**config.mk**
```make
export PLATFORM = sky130hd
export DESIGN_NAME = msd_datapath
export DESIGN_NICKNAME = d
export VERILOG_FILES = /design/src/common/msd_pkg.sv /design/src/common/mul_if.sv /design/src/design/msd_datapath.sv /design/src/design/mul_shift_unit.sv
export VERILOG_INCLUDE_DIRS = /design/src /design/src/common
export SDC_FILE = /design/constraint.sdc
export NUM_CORES = 1
export LEC_CHECK = 0
export BUFFER_PORTS_ARGS = -buffer_cell sky130_fd_sc_hd__clkbuf_2
export CAP_MARGIN = 20
export CORE_MARGIN = 2
export CORE_UTILIZATION = 30
export DETAILED_ROUTE_END_ITERATION = 16
export HOLD_SLACK_MARGIN = 0.1
export PLACE_DENSITY = 0.44
export SLEW_MARGIN = 10
export SYNTH_ARGS = -nofsm -noshare
export SYNTH_HDL_FRONTEND = slang
export SYNTH_SLANG_ARGS = --single-unit
```
**constraint.sdc**
```tcl
create_clock -name clk_i -period 6.4 [get_ports clk_i]
set_input_delay 0.64 -clock clk_i [delete_from_list [all_inputs] [get_ports clk_i]]
set_output_delay 0.64 -clock clk_i [all_outputs]
set_load 0.02 [all_outputs]
```
**src/common/msd_map.svh**
```systemverilog
// Register offsets, field positions and reset values of the multiply/shift datapath.
// Assumes byte addressing on a 32-bit APB with word-aligned registers.
`ifndef MSD_MAP_SVH
`define MSD_MAP_SVH

`define MSD_OFS_STATUS_WORD_ZERO 8'h00
`define MSD_OFS_STATUS_WORD_ONE  8'h04
`define MSD_OFS_ACCUMULATOR      8'h08
`define MSD_OFS_PRODUCT          8'h0c

`define MSD_POS_SATURATION_ENABLE 11
`define MSD_POS_OVERFLOW_FLAG     12
`define MSD_POS_SHIFT_SEL_LO      0
`define MSD_POS_SHIFT_SEL_HI      1

`define MSD_RST_STATUS_WORD_ZERO 16'h0000
`define MSD_RST_STATUS_WORD_ONE  16'h0000
`define MSD_RST_ACCUMULATOR      32'h0000_0000
`define MSD_RST_PRODUCT          32'h0000_0000

`define MSD_ACC_MOST_POSITIVE 32'h7fff_ffff
`define MSD_ACC_MOST_NEGATIVE 32'h8000_0000

`endif

```
**src/common/msd_pkg.sv**
```systemverilog
// Types shared by the multiply/shift datapath modules.
// Assumes the offsets and field positions come from msd_map.svh.
package msd_pkg;

	typedef enum logic [1:0] {
		SHIFT_NONE   = 2'b00,
		SHIFT_LEFT1  = 2'b01,
		SHIFT_LEFT4  = 2'b10,
		SHIFT_RIGHT6 = 2'b11
	} shift_sel_e;

	typedef enum logic [1:0] {
		ACC_LOAD_PRODUCT = 2'b00,
		ACC_ADD_PRODUCT  = 2'b01,
		ACC_SUB_PRODUCT  = 2'b10,
		ACC_ADD_DATA     = 2'b11
	} acc_op_e;

	typedef logic [31:0] word_t;

endpackage : msd_pkg

```
**src/common/mul_if.sv**
```systemverilog
// Carrier between the datapath top and its multiplier/product-shifter module.
// Assumes both ends run on the same clock.
`timescale 1ns/10ps
`default_nettype none
interface mul_if;
	import msd_pkg::*;

	logic        issue;
	logic        signed_mode;
	logic [15:0] operand_a;
	logic [15:0] operand_b;
	shift_sel_e  shift_sel;
	word_t       product;
	word_t       shifted_product;

	modport ctrl (
		output issue,
		output signed_mode,
		output operand_a,
		output operand_b,
		output shift_sel,
		input  product,
		input  shifted_product
	);

	modport unit (
		input  issue,
		input  signed_mode,
		input  operand_a,
		input  operand_b,
		input  shift_sel,
		output product,
		output shifted_product
	);
endinterface : mul_if
`default_nettype wire

```
**src/design/msd_datapath.sv**
```systemverilog
// Multiply, accumulate-with-saturation and output-shifter datapath with an APB slave.
// Assumes the processor control logic issues at most one operation of each kind per cycle.
//
// The APB interface to the registers and the placing of the registers are this design's own decisions.
`timescale 1ns/10ps
`default_nettype none
`include "msd_map.svh"

// Contract
// (RULE_01) Two 16-bit operands give a full 32-bit product on every issued multiply.
// (RULE_02) Operands are treated as signed or unsigned, chosen per multiply.
// (RULE_03) Product is kept in a 32-bit holding register until the next multiply.
// (RULE_04) Product shifter: no shift, left one, left four, or arithmetic right six.
// (RULE_05) Shift selection comes from bits one and zero of status word one.
// (RULE_06) Selection codes: 00 none, 01 left one, 10 left four, 11 right six.
// (RULE_07) With saturation on, overflow loads most positive or most negative value.
// (RULE_08) Saturation enable is bit eleven of status word zero.
// (RULE_09) Overflow flag, bit twelve of status word zero, sets on accumulator overflow.
// (RULE_10) Store shifts accumulator left 0 to 7, drives upper or lower half out.
// (RULE_11) With saturation off, overflow wraps modulo 2^32 and still sets the flag.
module msd_datapath
	import msd_pkg::*;
(
	// Clock and reset.
	input  wire logic        clk_i,
	input  wire logic        rstn_i,
	// APB slave.
	input  wire logic        psel_i,
	input  wire logic        penable_i,
	input  wire logic        pwrite_i,
	input  wire logic [7:0]  paddr_i,
	input  wire logic [31:0] pwdata_i,
	output logic [31:0]      prdata_o,
	output logic             pready_o,
	output logic             pslverr_o,
	// Multiply issue.
	input  wire logic        mul_issue_i,
	input  wire logic        mul_signed_i,
	input  wire logic [15:0] mul_operand_a_i,
	input  wire logic [15:0] mul_operand_b_i,
	// Accumulator operation.
	input  wire logic        acc_issue_i,
	input  wire logic [1:0]  acc_op_i,
	input  wire logic [31:0] acc_data_i,
	// Store through the output shifter.
	input  wire logic        store_issue_i,
	input  wire logic [2:0]  store_shift_i,
	input  wire logic        store_high_i,
	output logic [15:0]      store_data_bus_o,
	output logic             store_valid_o,
	// Observed state.
	output logic [31:0]      accumulator_o,
	output logic             overflow_flag_o
);

	typedef struct packed {
		logic [15:0] status_word_zero;
		logic [15:0] status_word_one;
		word_t       accumulator;
		logic [31:0] prdata;
		logic        pready;
		logic        pslverr;
		logic [15:0] store_data;
		logic        store_valid;
	} dp_state_s;

	dp_state_s state_q;
	dp_state_s state_d;

	mul_if mif ();

	mul_shift_unit u_mul_shift_unit (
		.clk_i  (clk_i),
		.rstn_i (rstn_i),
		.mif    (mif.unit)
	);

	logic        saturation_enable;
	logic [32:0] acc_sum;
	logic        acc_overflow;
	word_t       acc_result;
	word_t       store_shifted;
	logic        setup_phase;
	logic        wr_st0;
	logic        wr_st1;
	logic        addr_known;

	// The enable is read from the registered status word, so a write takes effect on the
	// operation after the one issued in its setup cycle.
	assign saturation_enable = state_q.status_word_zero[`MSD_POS_SATURATION_ENABLE]; // RULE_08

	// The product register is the only multiplier stage, so an accumulate issued together
	// with a multiply still works on the previous product.
	assign mif.issue       = mul_issue_i; // RULE_01
	assign mif.signed_mode = mul_signed_i; // RULE_02
	assign mif.operand_a   = mul_operand_a_i;
	assign mif.operand_b   = mul_operand_b_i;
	assign mif.shift_sel   = shift_sel_e'(state_q.status_word_one[`MSD_POS_SHIFT_SEL_HI:
		`MSD_POS_SHIFT_SEL_LO]); // RULE_05

	// Sign-extended 33-bit sum: overflow shows as bits 32 and 31 differing.
	always_comb
	begin
		unique case (acc_op_e'(acc_op_i))
			ACC_LOAD_PRODUCT: acc_sum = {mif.shifted_product[31], mif.shifted_product};
			ACC_ADD_PRODUCT:  acc_sum = {state_q.accumulator[31], state_q.accumulator}
				+ {mif.shifted_product[31], mif.shifted_product};
			ACC_SUB_PRODUCT:  acc_sum = {state_q.accumulator[31], state_q.accumulator}
				- {mif.shifted_product[31], mif.shifted_product};
			ACC_ADD_DATA:     acc_sum = {state_q.accumulator[31], state_q.accumulator}
				+ {acc_data_i[31], acc_data_i};
		endcase
	end

	assign acc_overflow = acc_sum[32] ^ acc_sum[31]; // RULE_09

	always_comb
	begin
		if (acc_overflow && saturation_enable)
		begin
			// The true sign of the sum sits in bit 32, not in the wrapped bit 31.
			acc_result = acc_sum[32] ? `MSD_ACC_MOST_NEGATIVE : `MSD_ACC_MOST_POSITIVE; // RULE_07
		end
		else
		begin
			acc_result = acc_sum[31:0]; // RULE_11
		end
	end

	// Bits shifted past bit 31 are lost; software picks the shift that keeps the half it stores.
	assign store_shifted = state_q.accumulator << store_shift_i; // RULE_10

	assign setup_phase = psel_i && !penable_i;
	assign wr_st0      = setup_phase && pwrite_i && (paddr_i == `MSD_OFS_STATUS_WORD_ZERO);
	assign wr_st1      = setup_phase && pwrite_i && (paddr_i == `MSD_OFS_STATUS_WORD_ONE);
	assign addr_known  = (paddr_i == `MSD_OFS_STATUS_WORD_ZERO)
		|| (paddr_i == `MSD_OFS_STATUS_WORD_ONE)
		|| (paddr_i == `MSD_OFS_ACCUMULATOR)
		|| (paddr_i == `MSD_OFS_PRODUCT);

	always_comb
	begin
		state_d             = state_q;
		state_d.pready      = 1'b0;
		state_d.pslverr     = 1'b0;
		state_d.store_valid = 1'b0;

		// Writes are committed in the setup cycle; the access phase then completes at once.
		if (setup_phase)
		begin
			state_d.pready  = 1'b1;
			// Unmapped offsets answer with an error and read as zero; writes there change nothing.
			state_d.pslverr = !addr_known;
			state_d.prdata  = 32'h0000_0000;
			if (!pwrite_i)
			begin
				unique case (paddr_i)
					`MSD_OFS_STATUS_WORD_ZERO: state_d.prdata = {16'h0000, state_q.status_word_zero};
					`MSD_OFS_STATUS_WORD_ONE:  state_d.prdata = {16'h0000, state_q.status_word_one};
					`MSD_OFS_ACCUMULATOR:      state_d.prdata = state_q.accumulator;
					`MSD_OFS_PRODUCT:          state_d.prdata = mif.product;
					default:                   state_d.prdata = 32'h0000_0000;
				endcase
			end
		end

		if (wr_st0)
		begin
			state_d.status_word_zero = pwdata_i[15:0];
		end
		if (wr_st1)
		begin
			state_d.status_word_one = pwdata_i[15:0];
		end

		if (acc_issue_i)
		begin
			state_d.accumulator = acc_result;
			// A hardware set beats a software clear written in the same cycle.
			if (acc_overflow)
			begin
				state_d.status_word_zero[`MSD_POS_OVERFLOW_FLAG] = 1'b1; // RULE_09 RULE_11
			end
		end

		if (store_issue_i)
		begin
			state_d.store_valid = 1'b1;
			state_d.store_data  = store_high_i ? store_shifted[31:16] : store_shifted[15:0]; // RULE_10
		end
	end

	always_ff @(posedge clk_i or negedge rstn_i)
	begin
		if (!rstn_i)
		begin
			state_q <= '{
				status_word_zero: `MSD_RST_STATUS_WORD_ZERO,
				status_word_one:  `MSD_RST_STATUS_WORD_ONE,
				accumulator:      `MSD_RST_ACCUMULATOR,
				prdata:           32'h0000_0000,
				pready:           1'b0,
				pslverr:          1'b0,
				store_data:       16'h0000,
				store_valid:      1'b0
			};
		end
		else
		begin
			state_q <= state_d;
		end
	end

	// Every output is a flop of the state struct, so no combinational path reaches a pin.
	assign prdata_o         = state_q.prdata;
	assign pready_o         = state_q.pready;
	assign pslverr_o        = state_q.pslverr;
	assign store_data_bus_o = state_q.store_data;
	assign store_valid_o    = state_q.store_valid;
	assign accumulator_o    = state_q.accumulator;
	assign overflow_flag_o  = state_q.status_word_zero[`MSD_POS_OVERFLOW_FLAG];

endmodule : msd_datapath
`default_nettype wire

```
**src/design/mul_shift_unit.sv**
```systemverilog
// Multiplier with its product holding register and the product shifter.
// Assumes the issuing side holds operands valid in the cycle issue is high.
`timescale 1ns/10ps
`default_nettype none
`include "msd_map.svh"

module mul_shift_unit
	import msd_pkg::*;
(
	// Clock and reset.
	input  wire logic clk_i,
	input  wire logic rstn_i,
	// Control side.
	mul_if.unit       mif
);

	typedef struct packed {
		word_t product_holding_reg;
	} unit_state_s;

	unit_state_s state_q;
	unit_state_s state_d;
	logic signed [16:0] ext_a;
	logic signed [16:0] ext_b;
	logic signed [33:0] full_product;

	// One extra bit per operand lets a single signed multiplier serve both modes.
	assign ext_a        = $signed({mif.signed_mode & mif.operand_a[15], mif.operand_a}); // RULE_02
	assign ext_b        = $signed({mif.signed_mode & mif.operand_b[15], mif.operand_b}); // RULE_02
	assign full_product = ext_a * ext_b; // RULE_01

	always_comb
	begin
		state_d = state_q;
		if (mif.issue)
		begin
			state_d.product_holding_reg = full_product[31:0]; // RULE_03
		end
	end

	always_ff @(posedge clk_i or negedge rstn_i)
	begin
		if (!rstn_i)
		begin
			state_q <= '{product_holding_reg: `MSD_RST_PRODUCT};
		end
		else
		begin
			state_q <= state_d;
		end
	end

	assign mif.product = state_q.product_holding_reg;

	always_comb
	begin
		unique case (mif.shift_sel) // RULE_04 RULE_06
			SHIFT_NONE:   mif.shifted_product = state_q.product_holding_reg;
			SHIFT_LEFT1:  mif.shifted_product = {state_q.product_holding_reg[30:0], 1'b0};
			SHIFT_LEFT4:  mif.shifted_product = {state_q.product_holding_reg[27:0], 4'h0};
			SHIFT_RIGHT6: mif.shifted_product = {{6{state_q.product_holding_reg[31]}},
				state_q.product_holding_reg[31:6]};
		endcase
	end

endmodule : mul_shift_unit
`default_nettype wire

```
# Yosys cells after proc, flatten, opt, wreduce, memory -nomap -nowiden
# Cells that the tools add are included.
# W data, S select, Z words.
[word_totals]
regBits = 147
inputBits = 119
out_inout_bits = 84
elab_cells = 52
[classes]
addsub = 3
multipliers = 1
eq_ne = 9
shifts = 1
mux = 12
bitwise_logic = 3
reduce_logical = 13
[op_table]
columns = ["operator", "count"]
rows = [
  ["$pmux W32 S4", 2],
  ["$pmux W33 S4", 1],
  ["$mux W32", 3],
  ["$add A32 B32 Y33", 2],
  ["$sub A32 B32 Y33", 1],
  ["$mul A17 B17 Y32", 1],
  ["$shl A32 B3 Y32", 1],
  ["$eq A8 B4 Y1 const B", 2],
  ["$mux W16", 1],
  ["$mux W13", 1],
  ["$eq A2 B2 Y1 const B", 4],
  ["$eq A8 B3 Y1 const B", 1],
  ["$logic_not A8 Y1", 1],
  ["$logic_and A1 B1 Y1", 5],
  ["$eq A2 B1 Y1 const B", 2],
  ["$logic_not A2 Y1", 2],
  ["$logic_or A1 B1 Y1", 3],
  ["$mux W1", 3],
  ["$and A1 B1 Y1", 2],
  ["$logic_not A1 Y1", 2],
  ["$mux W2", 1],
  ["$xor A1 B1 Y1", 1],
]

# Depth between registers and ports, before layout
# Gate-level depths: netlist of the first run.
[depth]
depth_word = 7
mapped_depth = 27
depth_no_buf = 23

# Modules after synthesis
# Synthesis of the first run repeated with hierarchy kept, for this count alone.
[unflattened]
cells_unflattened = 2407
area_unflattened_um2 = 22092.4
[by_module_without_submodules]
columns = ["module", "n_inst", "cells_each", "area_each_um2", "seq_area_each_um2"]
rows = [
  ["mul_shift_unit", 1, 1305, 12449.4, 800.8],
  ["msd_datapath", 1, 1102, 9643.0, 2877.8],
]

# Least setup slack after synthesis of the first run
# OpenSTA, ideal clock, no wires.
[synth_path]
kind = "input to register"
startpoint = "input port mul_operand_a_i[12]"
endpoint = "register u_mul_shift_unit.state_q (netlist bit u_mul_shift_unit.mif.product[25])"
setup_time_ps = 125
arrival_ps = 6529
required_ps = 6275
setup_slack_ps = -254
stages = 23
path_buffers = 1
cell_sequence = "clkbuf_1 -> nand2_1 -> fa_1 -> inv_1 -> fa_1 -> inv_1 -> fa_1 -> inv_1 -> fa_1 -> fa_1 -> inv_1 -> fa_1 -> inv_1 -> ha_1 -> or4_1 -> o311ai_0 -> a21o_1 -> o21ai_0 -> a311o_1 -> a31o_2 -> a21oi_1 -> xnor2_1 -> mux2_2"
[synth_via]
elab_chain_cells = 1
[synth_lines]
columns = ["element", "line", "source"]
rows = [
  ["start, declared", "msd_datapath.sv:39", "input wire logic [15:0] mul_operand_a_i,"],
  ["$mul A17 B17 Y32", "mul_shift_unit.sv:30", "assign full_product = ext_a * ext_b;"],
  ["end signal, assigned", "mul_shift_unit.sv:45", "state_q <= '{product_holding_reg: `MSD_RST_PRODUCT};"],
  ["end signal, assigned", "mul_shift_unit.sv:49", "state_q <= state_d;"],
  ["end, declared", "mul_shift_unit.sv:21", "unit_state_s state_q;"],
]
# Every way passes these cells.
# A chain may end at the register's enable or synchronous reset.

# Worst setup path after layout of the first run
[layout_path]
startpoint = "register state_q (netlist bit mif.shift_sel[0])"
endpoint = "register state_q (netlist bit accumulator_o[1])"
[layout_via]
elab_chain_cells = 7
elab_cells_between_ends = 12
cone_classes = "add/sub (2); eq/ne (3); mux (4); bitwise (1); reduce/logical (2)"
[layout_lines]
columns = ["element", "line", "source"]
rows = [
  ["start, declared", "msd_datapath.sv:67", "dp_state_s state_q;"],
  ["start signal, assigned", "msd_datapath.sv:197", "state_q <= '{"],
  ["start signal, assigned", "msd_datapath.sv:210", "state_q <= state_d;"],
  ["$eq A2 B2 Y1, or another cell as far along", "mul_shift_unit.sv:57", "unique case (mif.shift_sel)"],
  ["$pmux W32 S4 (*)", "mul_shift_unit.sv:57", ""],
  ["$sub A32 B32 Y33 / $add A32 B32 Y33 (equally long branches)", "msd_datapath.sv:109, msd_datapath.sv:107", ""],
  ["$pmux W33 S4 (*)", "msd_datapath.sv:104", "unique case (acc_op_e'(acc_op_i))"],
  ["$xor A1 B1 Y1", "msd_datapath.sv:115", "assign acc_overflow = acc_sum[32] ^ acc_sum[31];"],
  ["$logic_and A1 B1 Y1", "msd_datapath.sv:119", "if (acc_overflow && saturation_enable)"],
  ["$mux W32 (*)", "msd_datapath.sv:119", ""],
]
# Every way passes the cells marked *; elsewhere a longest branch is shown, timed or not.

==> results of run 1 <==
==> layer usage <==
layer / wire (microns) / part of all wire
met1: 32530 / 0.45
met3: 2559 / 0.035
met5: 26 / 0.00036
met2: 35900 / 0.50
met4: 1458 / 0.020
==> registers in the layout, indices dropped and copies added, names as in the netlist <==
name / flops
store_data_bus_o: 16
mif.shift_sel: 2
prdata_o: 32
overflow_flag_o: 1
accumulator_o: 32
pready_o: 1
saturation_enable: 1
state_q: 28
store_valid_o: 1
u_mul_shift_unit.mif.product: 32
pslverr_o: 1
==> critical path, cell delays in order (launching register included) <==
cell and delay (ns):
dfrtp_2 0.50, buf_12 0.18, mux4_1 0.66, or3_1 0.37, or4_4 0.52, or3_4 0.37, or4_4 0.47, or4_4 0.54
a31o_1 0.23, a22oi_1 0.20, ha_1 0.27, buf_4 0.15, a211o_1 0.27, nor3_1 0.23, a21oi_2 0.15, xnor2_4 0.19
buf_4 0.17, a211oi_4 0.23, buf_12 0.26, a311oi_1 0.08
==> power breakdown <==
group	total (mW)	leakage, nW	switching [mW]	internal (mW)
sequential	1.86	1.85	0.632	1.22
combinational	13.1	10.0	6.65	6.44
clock	1.08	0.299	0.489	0.593
total	16.0	12.2	7.77	8.26
==> area by class of cell <==
type | count | area share
multi-input combinational | 1702 | 0.6438
sequential | 147 | 0.1457
timing repair buffer | 353 | 0.08975
inverter | 329 | 0.04891
tap | 959 | 0.04752
clock buffer | 17 | 0.01685
clock inverter | 15 | 0.007384
==> what timing repair did <==
item,4_1_cts,5_1_grt
setup buffers,0,2
hold buffers,1,0
setup endpoints to repair,0,40
endpoints found under the hold margin,29,0
resized for setup,0,16
==> cell usage after synthesis, drive strengths merged, types with 23 or more instances <==
cell type / n
inv: 327
nand3: 46
nor2: 100
ha: 116
a211oi: 35
and2: 133
mux2i: 59
fa: 283
nand2: 301
a22o: 28
mux4: 47
buf: 108
xnor2: 38
mux2: 73
a21oi: 67
dfrtp: 147
a21o: 23
o21ai: 103
clkbuf: 94
==> cells by family (layout without fill, tap and decap cells) <==
logic type,Yosys count,count (layout),share of synthesized area
multiplexers,179,179,0.1134
AND/OR/NAND/NOR,687,687,0.1480
XOR/XNOR,60,60,0.02511
AO/OA/AOI/OAI,377,377,0.1210
flip-flops,147,147,0.1655
buffers and inverters,531,714,0.1067
adder cells (fa/ha/maj),399,399,0.3202
==> cells in the final DEF, fill, tap and decap left out, drive strengths merged, types with 21 or more instances in the layout <==
cell    instances
nand2         301
mux4           47
xnor2          38
ha            116
mux2i          59
clkbuf        202
xor2           21
fa            283
a22o           28
nor2          100
nor3           21
a211oi         35
and2          133
dfrtp         147
nand3          46
a21o           23
a21oi          67
buf           167
inv           335
mux2           73
o21ai         103
==> worst min-delay path by stage <==
stage	from	endpoint	slack (ns)	depth (start not counted)
2_1_floorplan	rstn_i	accumulator_o[0]	0.34	0
3_5_place_dp	prdata_o[1]	prdata_o[1]	0.46	2
4_1_cts	pwdata_i[10]	state_q[109]	0.41	2
5_1_grt	pwdata_i[10]	state_q[109]	0.42	2
6_report	pwdata_i[10]	state_q[109]	0.43	2
3_3_place_gp	prdata_o[1]	prdata_o[1]	0.47	2
==> qor.csv, run 1 <==
metric,value,unit
status,"complete, but fails checks",
violations,design-rule violations,
placed_area,24560,sq um
tightest_slew,1.126,ns
first_iter_violations,958,
post_drt_wl_per_cell,20.58,microns
synthTopCellsByArea,"fa_1 (25%), dfrtp_1 (17%), ha_1 (6.5%)",
cts_tree,built,
num_vias,17440,
synth.avg_cell_area,9.338,sq um
critical_path_arrival,6.49,ns
seq_area_frac_synth,0.1655,
use_met1,0.2466,
min_period_over_period,0.9670,
r2r-start,mif.shift_sel[0],
syn_area,22230,sq um
synth_top_flop_cell,dfrtp_1,
start_kind,flip-flop,
initial_utilization,0.3036,
io_pins,203,
drv_cap,0,
setup_viol,0,
ir_worst_vdd,0.5609,mV
rsz0062_at_grt,no,
num_rows,99,
drt_first_pass_iters,11,
worst_slack,0.2111,ns
core_area,73210,sq um
critPathLaunch,mif.shift_sel[0],
via_per_inst,4.950,
synth_cell_types,88,
antenna_found_initial,2,
slew_viol_final,0,
endpoint,accumulator_o[1],
place_ws,-0.4406,ns
finalPower,16.04,mW
critPathKind,reg -> reg,
r2r_setup_slack,0.21,ns
overflow,0,
htree_num_levels,4,
use_met2,0.3439,
powerDensity,635.1,nW/um^2
final_core_util,0.3449,
fin_area,25250,sq um
insertion_delay,0.45,ns
grt_start_max_net_pins,67,
die_height,276.2,microns
cts.sinks,147,
grt_pass1_wl,114000,microns
grt_util_met3,0.02729,
multi_input_area,16260,sq um
dpl.hpwl,60090,microns
cp-end-kind,flip-flop,
numCtsBuffers,17,
timing.rr.end,accumulator_o[1],
whs,0.4308,ns
grt_use_total,0.1933,
stdcell_count,3522,
drc,1,
ys_ff_latch,147,
n_fill_cell,7582,
grt_pass1_vias,18810,
clk_path_buf_depth,2,
power.static_leakage,12.17,nW
period_needed,6.189,ns
synth_fp_nets,2898,
finalHoldViolations,0,
portBuffers,186,
syn_to_final_growth,13.60,%
regArea,3680,sq um
n_antenna_cell,0,
gp_congestion,0.8946,
nets,3068,
synth.top_cell.area_share,0.2549,
reg2reg_depth,19,
drive_gt1_frac,0.2232,
final_antenna_net_count,0,
setup_tns,0,ns
root_buffer,clkbuf_16,
wl,72480,microns
skew,0.01155,ns
max_slew_margin,0.2456,
synth_warnings,0,
placed_cells,3487,
dieWidth,276.2,microns
synth-edff-count,0,
synth_top_area_cell,fa_1,
crit_path_max_fanout,21,
synthCells,2380,
busiest_layer,met2,
path_clk_slew,0.07,ns
worstHoldPathType,in -> reg,
async_flop_share,1.000,
worstPathRequired,6.70,ns
clock.fmax,0.1616,GHz
dieArea,76280,sq um
Note: power is estimated with default switching activity, not from simulation.
==> run 2, diff against run 1 <==
- CORE_ASPECT_RATIO: default -> 0.7
==> run 2 against run 1 <==
Compared with the run above: the flow now finishes without violations; worst setup slack worse by 0.065 ns; total power up 1.6%; register-to-register slack worse by 0.02 ns; clock-buffer cell count up 1; fmax down 1.0%; combinational power about the same; critical path depth up 3; largest cell class unchanged; die area about the same; flip-flop and latch count unchanged; design area up 0.88%.
==> qor.csv, run 2 (synthesis results as in run 1) <==
metric,value,unit
crit_path_max_fanout,5,
setup_viol,0,
die_height,231.7,microns
drc,0,
path_clk_slew,0.07,ns
insertion_delay,0.44,ns
grt_start_max_net_pins,89,
r2r-start,mif.shift_sel[0],
num_vias,17870,
placed_area,24730,sq um
initial_utilization,0.3031,
final_core_util,0.3474,
power.static_leakage,12.29,nW
post_drt_wl_per_cell,19.93,microns
gp_congestion,0.9144,
nets,3096,
first_iter_violations,1356,
htree_num_levels,4,
grt_use_total,0.1895,
min_period_over_period,0.9772,
root_buffer,clkbuf_16,
place_ws,-0.4103,ns
start_kind,primary input,
hold_buffers,0,
period_needed,6.254,ns
overflow,0,
io_pins,203,
tightest_slew,0.9085,ns
cts.sinks,147,
critical_path_arrival,6.58,ns
max_slew_margin,0.3943,
timing.rr.end,accumulator_o[31],
worst_slack,0.1461,ns
antenna_found_initial,3,
drt_first_pass_iters,6,
drive_gt1_frac,0.2331,
core_area,73320,sq um
layout_common_cells,"inv_1 (326), nand2_1 (301), fa_1 (282)",
cp-end-kind,flip-flop,
via_per_inst,5.009,
r2r_setup_slack,0.19,ns
drv_cap,0,
final_antenna_net_count,0,
ir_worst_vdd,0.8707,mV
n_antenna_cell,0,
slew_viol_final,0,
skew,0.01604,ns
critPathKind,in -> reg,
fin_area,25470,sq um
dieArea,76310,sq um
finalHoldViolations,0,
final_common_cell,inv_1,
worstHoldPathType,in -> async,
cts_tree,built,
wl,71110,microns
clock.fmax,0.1599,GHz
portBuffers,186,
clk_path_buf_depth,2,
numCtsBuffers,17,
dieWidth,329.3,microns
worstPathRequired,6.72,ns
reg2reg_depth,19,
setup_tns,0,ns
grt_pass1_vias,18570,
powerDensity,639.8,nW/um^2
syn_to_final_growth,14.60,%
num_rows,83,
grt_pass1_wl,111300,microns
status,completed,
dpl.hpwl,59270,microns
finalPower,16.30,mW
[run 2: changes by cell type in the layout (fill, tap and decap cells not counted), sizes merged]
| cell | delta |
|---|---|
| buf | +30 |
| bufinv | -2 |
| clkinvlp | +1 |
| dlygate4sd3 | -1 |
[run 2: final cells by class]
class | instances | area, sq um
Timing Repair Buffer | 381 | 2504
Clock buffer | 18 | 439.2
Multi-Input combinational cell | 1702 | 16270
Tap cell | 977 | 1222
Fill cell | 7629 | 47850
Inverter | 329 | 1235
Clock inverter | 14 | 118.9
Sequential cell | 147 | 3684
[run 2: through the flow]
step | hold slack, ns | std cells
after floorplan | 0.3444 | 2380
after global placement | 0.4636 | 3529
after detailed placement | 0.4677 | 3529
after CTS | 0.3208 | 3561
after global routing | 0.3379 | 3568
final | 0.2653 | 3568
[run 2: worst max-delay path by stage]
stage	start	end	slack (ns)	cells after the start
2_1_floorplan	mul_operand_a_i[9]	u_mul_shift_unit.mif.product[25]	-0.06	20
3_3_place_gp	mul_operand_b_i[2]	u_mul_shift_unit.mif.product[25]	-0.41	22
3_5_place_dp	mul_operand_b_i[2]	u_mul_shift_unit.mif.product[25]	-0.41	22
4_1_cts	mul_operand_b_i[2]	u_mul_shift_unit.mif.product[25]	0.05	22
5_1_grt	mul_operand_b_i[2]	u_mul_shift_unit.mif.product[25]	-0.02	22
6_report	mul_operand_b_i[2]	u_mul_shift_unit.mif.product[25]	0.15	22
[run 2: routing by layer]
layer  share of wire  global-route usage  wire length, microns  vias up
met5         0.00039                   0                    28        -
met2            0.43              0.2866                 30650      550
li1                -                   -                     -     8211
met4           0.010             0.02628                   715        6
met3           0.079             0.04484                  5604       59
met1            0.48              0.2793                 34110     9046
[run 2: report_power, final]
part           switching (mW)  internal [mW]  leakage (nW)  total (mW)
combinational            6.84           6.58          10.2        13.4
clock                   0.468          0.520         0.275       0.988
sequential              0.665           1.22          1.85        1.89
total                    7.97           8.33          12.3        16.3
[run 2: timing repair]
action / 4_1_cts / 5_1_grt
endpoints found under the hold margin: 0 / 0
buffers inserted: 0 / 6
resized for setup: 1 / 25
setup endpoints to repair: 6 / 44
cloned: 0 / 1
pin swaps: 0 / 8
[run 2: critical path: stages]
cell and delay (ns):
clkbuf_4 0.16, nand2_1 0.09, fa_1 0.53, inv_1 0.06
fa_1 0.53, inv_1 0.05, fa_1 0.49, inv_1 0.06
fa_1 0.49, fa_1 0.49, inv_1 0.05, fa_1 0.47
inv_1 0.04, ha_1 0.18, or4_4 0.59, a2111oi_4 0.36
o21ai_2 0.15, a311o_1 0.36, a31o_2 0.25, a21oi_1 0.16
xnor2_1 0.09, mux2_2 0.26
==> run 3, diff against run 2 <==
- CTS_BUF_LIST: default -> sky130_fd_sc_hd__clkbuf_2 sky130_fd_sc_hd__clkbuf_4 sky130_fd_sc_hd__clkbuf_8
- GPL_ROUTABILITY_DRIVEN: default -> 0
==> run 3 against run 2 <==
Compared with the run above: final cell count barely moved; first-iteration DRC count rose by 7.4%; clock skew rose by 0.0048 ns; design area fell by 0.48%; routed wire length rose by 0.70%; die area did not move; sequential share of layout area rose by 0.064 points; critical path depth did not move; core utilization fell by 0.17 points; critical endpoint is now accumulator_o[18]; sequential power barely moved; flip-flop and latch count did not move; critical path type is now reg -> reg; worst hold slack got worse by 0.0043 ns.
==> qor.csv, run 3 (synthesis results as in run 1) <==
metric,value,unit
status,completed,
clock.fmax,0.1604,GHz
max_slew_margin,0.3713,
reg2reg_depth,22,
syn_to_final_growth,14.06,%
grt_pass1_vias,18620,
final_common_cell,inv_1,
post_drt_wl_per_cell,20.08,microns
die_height,231.7,microns
path_clk_slew,0.10,ns
final_antenna_net_count,0,
r2r_setup_slack,0.17,ns
r2r-start,mif.shift_sel[0],
initial_utilization,0.3031,
overflow,0,
first_iter_violations,1456,
grt_start_max_net_pins,95,
cp-end-kind,flip-flop,
numCtsBuffers,17,
cts_tree,built,
layout_common_cells,"inv_1 (326), nand2_1 (300), fa_1 (283)",
dieArea,76310,sq um
timing.rr.end,accumulator_o[18],
htree_num_levels,4,
drive_gt1_frac,0.2322,
num_rows,83,
num_vias,17900,
tightest_slew,0.9431,ns
ir_worst_vdd,0.6462,mV
wl,71610,microns
io_pins,203,
powerDensity,634.8,nW/um^2
antenna_found_initial,3,
drc,0,
drt_first_pass_iters,5,
nets,3094,
worstPathRequired,6.75,ns
power.static_leakage,12.24,nW
critical_path_arrival,6.58,ns
critPathKind,reg -> reg,
core_area,73320,sq um
insertion_delay,0.48,ns
drv_cap,0,
clk_path_buf_depth,2,
dieWidth,329.3,microns
via_per_inst,5.018,
skew,0.02086,ns
grt_pass1_wl,111800,microns
start_kind,flip-flop,
whs,0.2610,ns
period_needed,6.234,ns
finalHoldViolations,0,
min_period_over_period,0.9741,
crit_path_max_fanout,6,
cts.sinks,147,
dpl.hpwl,59390,microns
setup_viol,0,
root_buffer,clkbuf_8,
portBuffers,186,
grt_use_total,0.1914,
final_core_util,0.3457,
slew_viol_final,0,
worstHoldPathType,in -> async,
finalPower,16.09,mW
## run 3: changes by cell type in the layout (fill, tap and decap cells not counted), sizes merged
cell      change
buf           -5
bufinv        +2
clkbuf        +3
clkinv        +2
clkinvlp      -2
diode         +2
inv           -3
## run 3: power breakdown
| part | switching (mW) | internal [mW] |
|---|---|---|
| Clock | 0.410 | 0.362 |
| Combinational | 6.81 | 6.61 |
| Sequential | 0.676 | 1.22 |
| Total | 7.90 | 8.19 |
## run 3: worst max-delay path, stage by stage (launching register included)
cell	delay, ns
dfrtp_4	0.49
buf_12	0.15
buf_12	0.13
buf_4	0.15
mux4_2	0.47
or2_1	0.28
or4_4	0.57
or3_4	0.36
or4_4	0.47
or4_4	0.54
a31o_1	0.23
a22oi_1	0.18
ha_1	0.17
and3_4	0.20
nand3_1	0.11
o2bb2a_1	0.32
o21ai_2	0.10
buf_4	0.14
o21ai_0	0.09
buf_4	0.18
a41oi_4	0.44
clkbuf_16	0.27
a211oi_2	0.06
## run 3: timing repair
action,4_1_cts,5_1_grt
resized for setup,0,24
setup endpoints to repair,0,42
setup buffers,0,9
hold buffers,0,0
## run 3: layout make-up
cell class                      count  area (sq um)
Clock buffer                       18         247.7
Clock inverter                     13         147.6
Timing Repair Buffer              379          2515
Multi-Input combinational cell   1702         16290
Inverter                          329          1235
Fill cell                        7650         47970
Antenna cell                        2         5.005
Tap cell                          977          1222
Sequential cell                   147          3682
## run 3: stage by stage
| stage | setup slack [ns] | setup TNS [ns] | instance area (sq um) | std cells |
|---|---|---|---|---|
| 2_1_floorplan | -0.05509 | -0.05509 | 22260 | 2380 |
| 3_3_place_gp | -0.3643 | -2.347 | 24720 | 3523 |
| 3_5_place_dp | -0.3703 | -2.649 | 24720 | 3523 |
| 4_1_cts | 0.03263 | 0 | 25120 | 3554 |
| 5_1_grt | -0.01160 | -0.04744 | 25350 | 3566 |
| 6_report | 0.1655 | 0 | 25350 | 3567 |
## run 3: how the worst max path moves through the flow
stage                       startpoint                          endpoint
CTS                   mif.shift_sel[0]                  accumulator_o[1]
global placement    mul_operand_b_i[5]  u_mul_shift_unit.mif.product[25]
floorplan           mul_operand_a_i[9]  u_mul_shift_unit.mif.product[25]
detailed placement  mul_operand_b_i[5]  u_mul_shift_unit.mif.product[25]
finish                mif.shift_sel[0]                 accumulator_o[18]
global route          mif.shift_sel[0]                 accumulator_o[18]
## run 3: layer usage
layer | track usage | up-vias | part of all wire
li1 | - | 8206 | -
met1 | 0.2812 | 9131 | 0.47
met2 | 0.2877 | 502 | 0.43
met3 | 0.04604 | 59 | 0.082
met4 | 0.03139 | 2 | 0.013
met5 | 0 | - | 0.00018
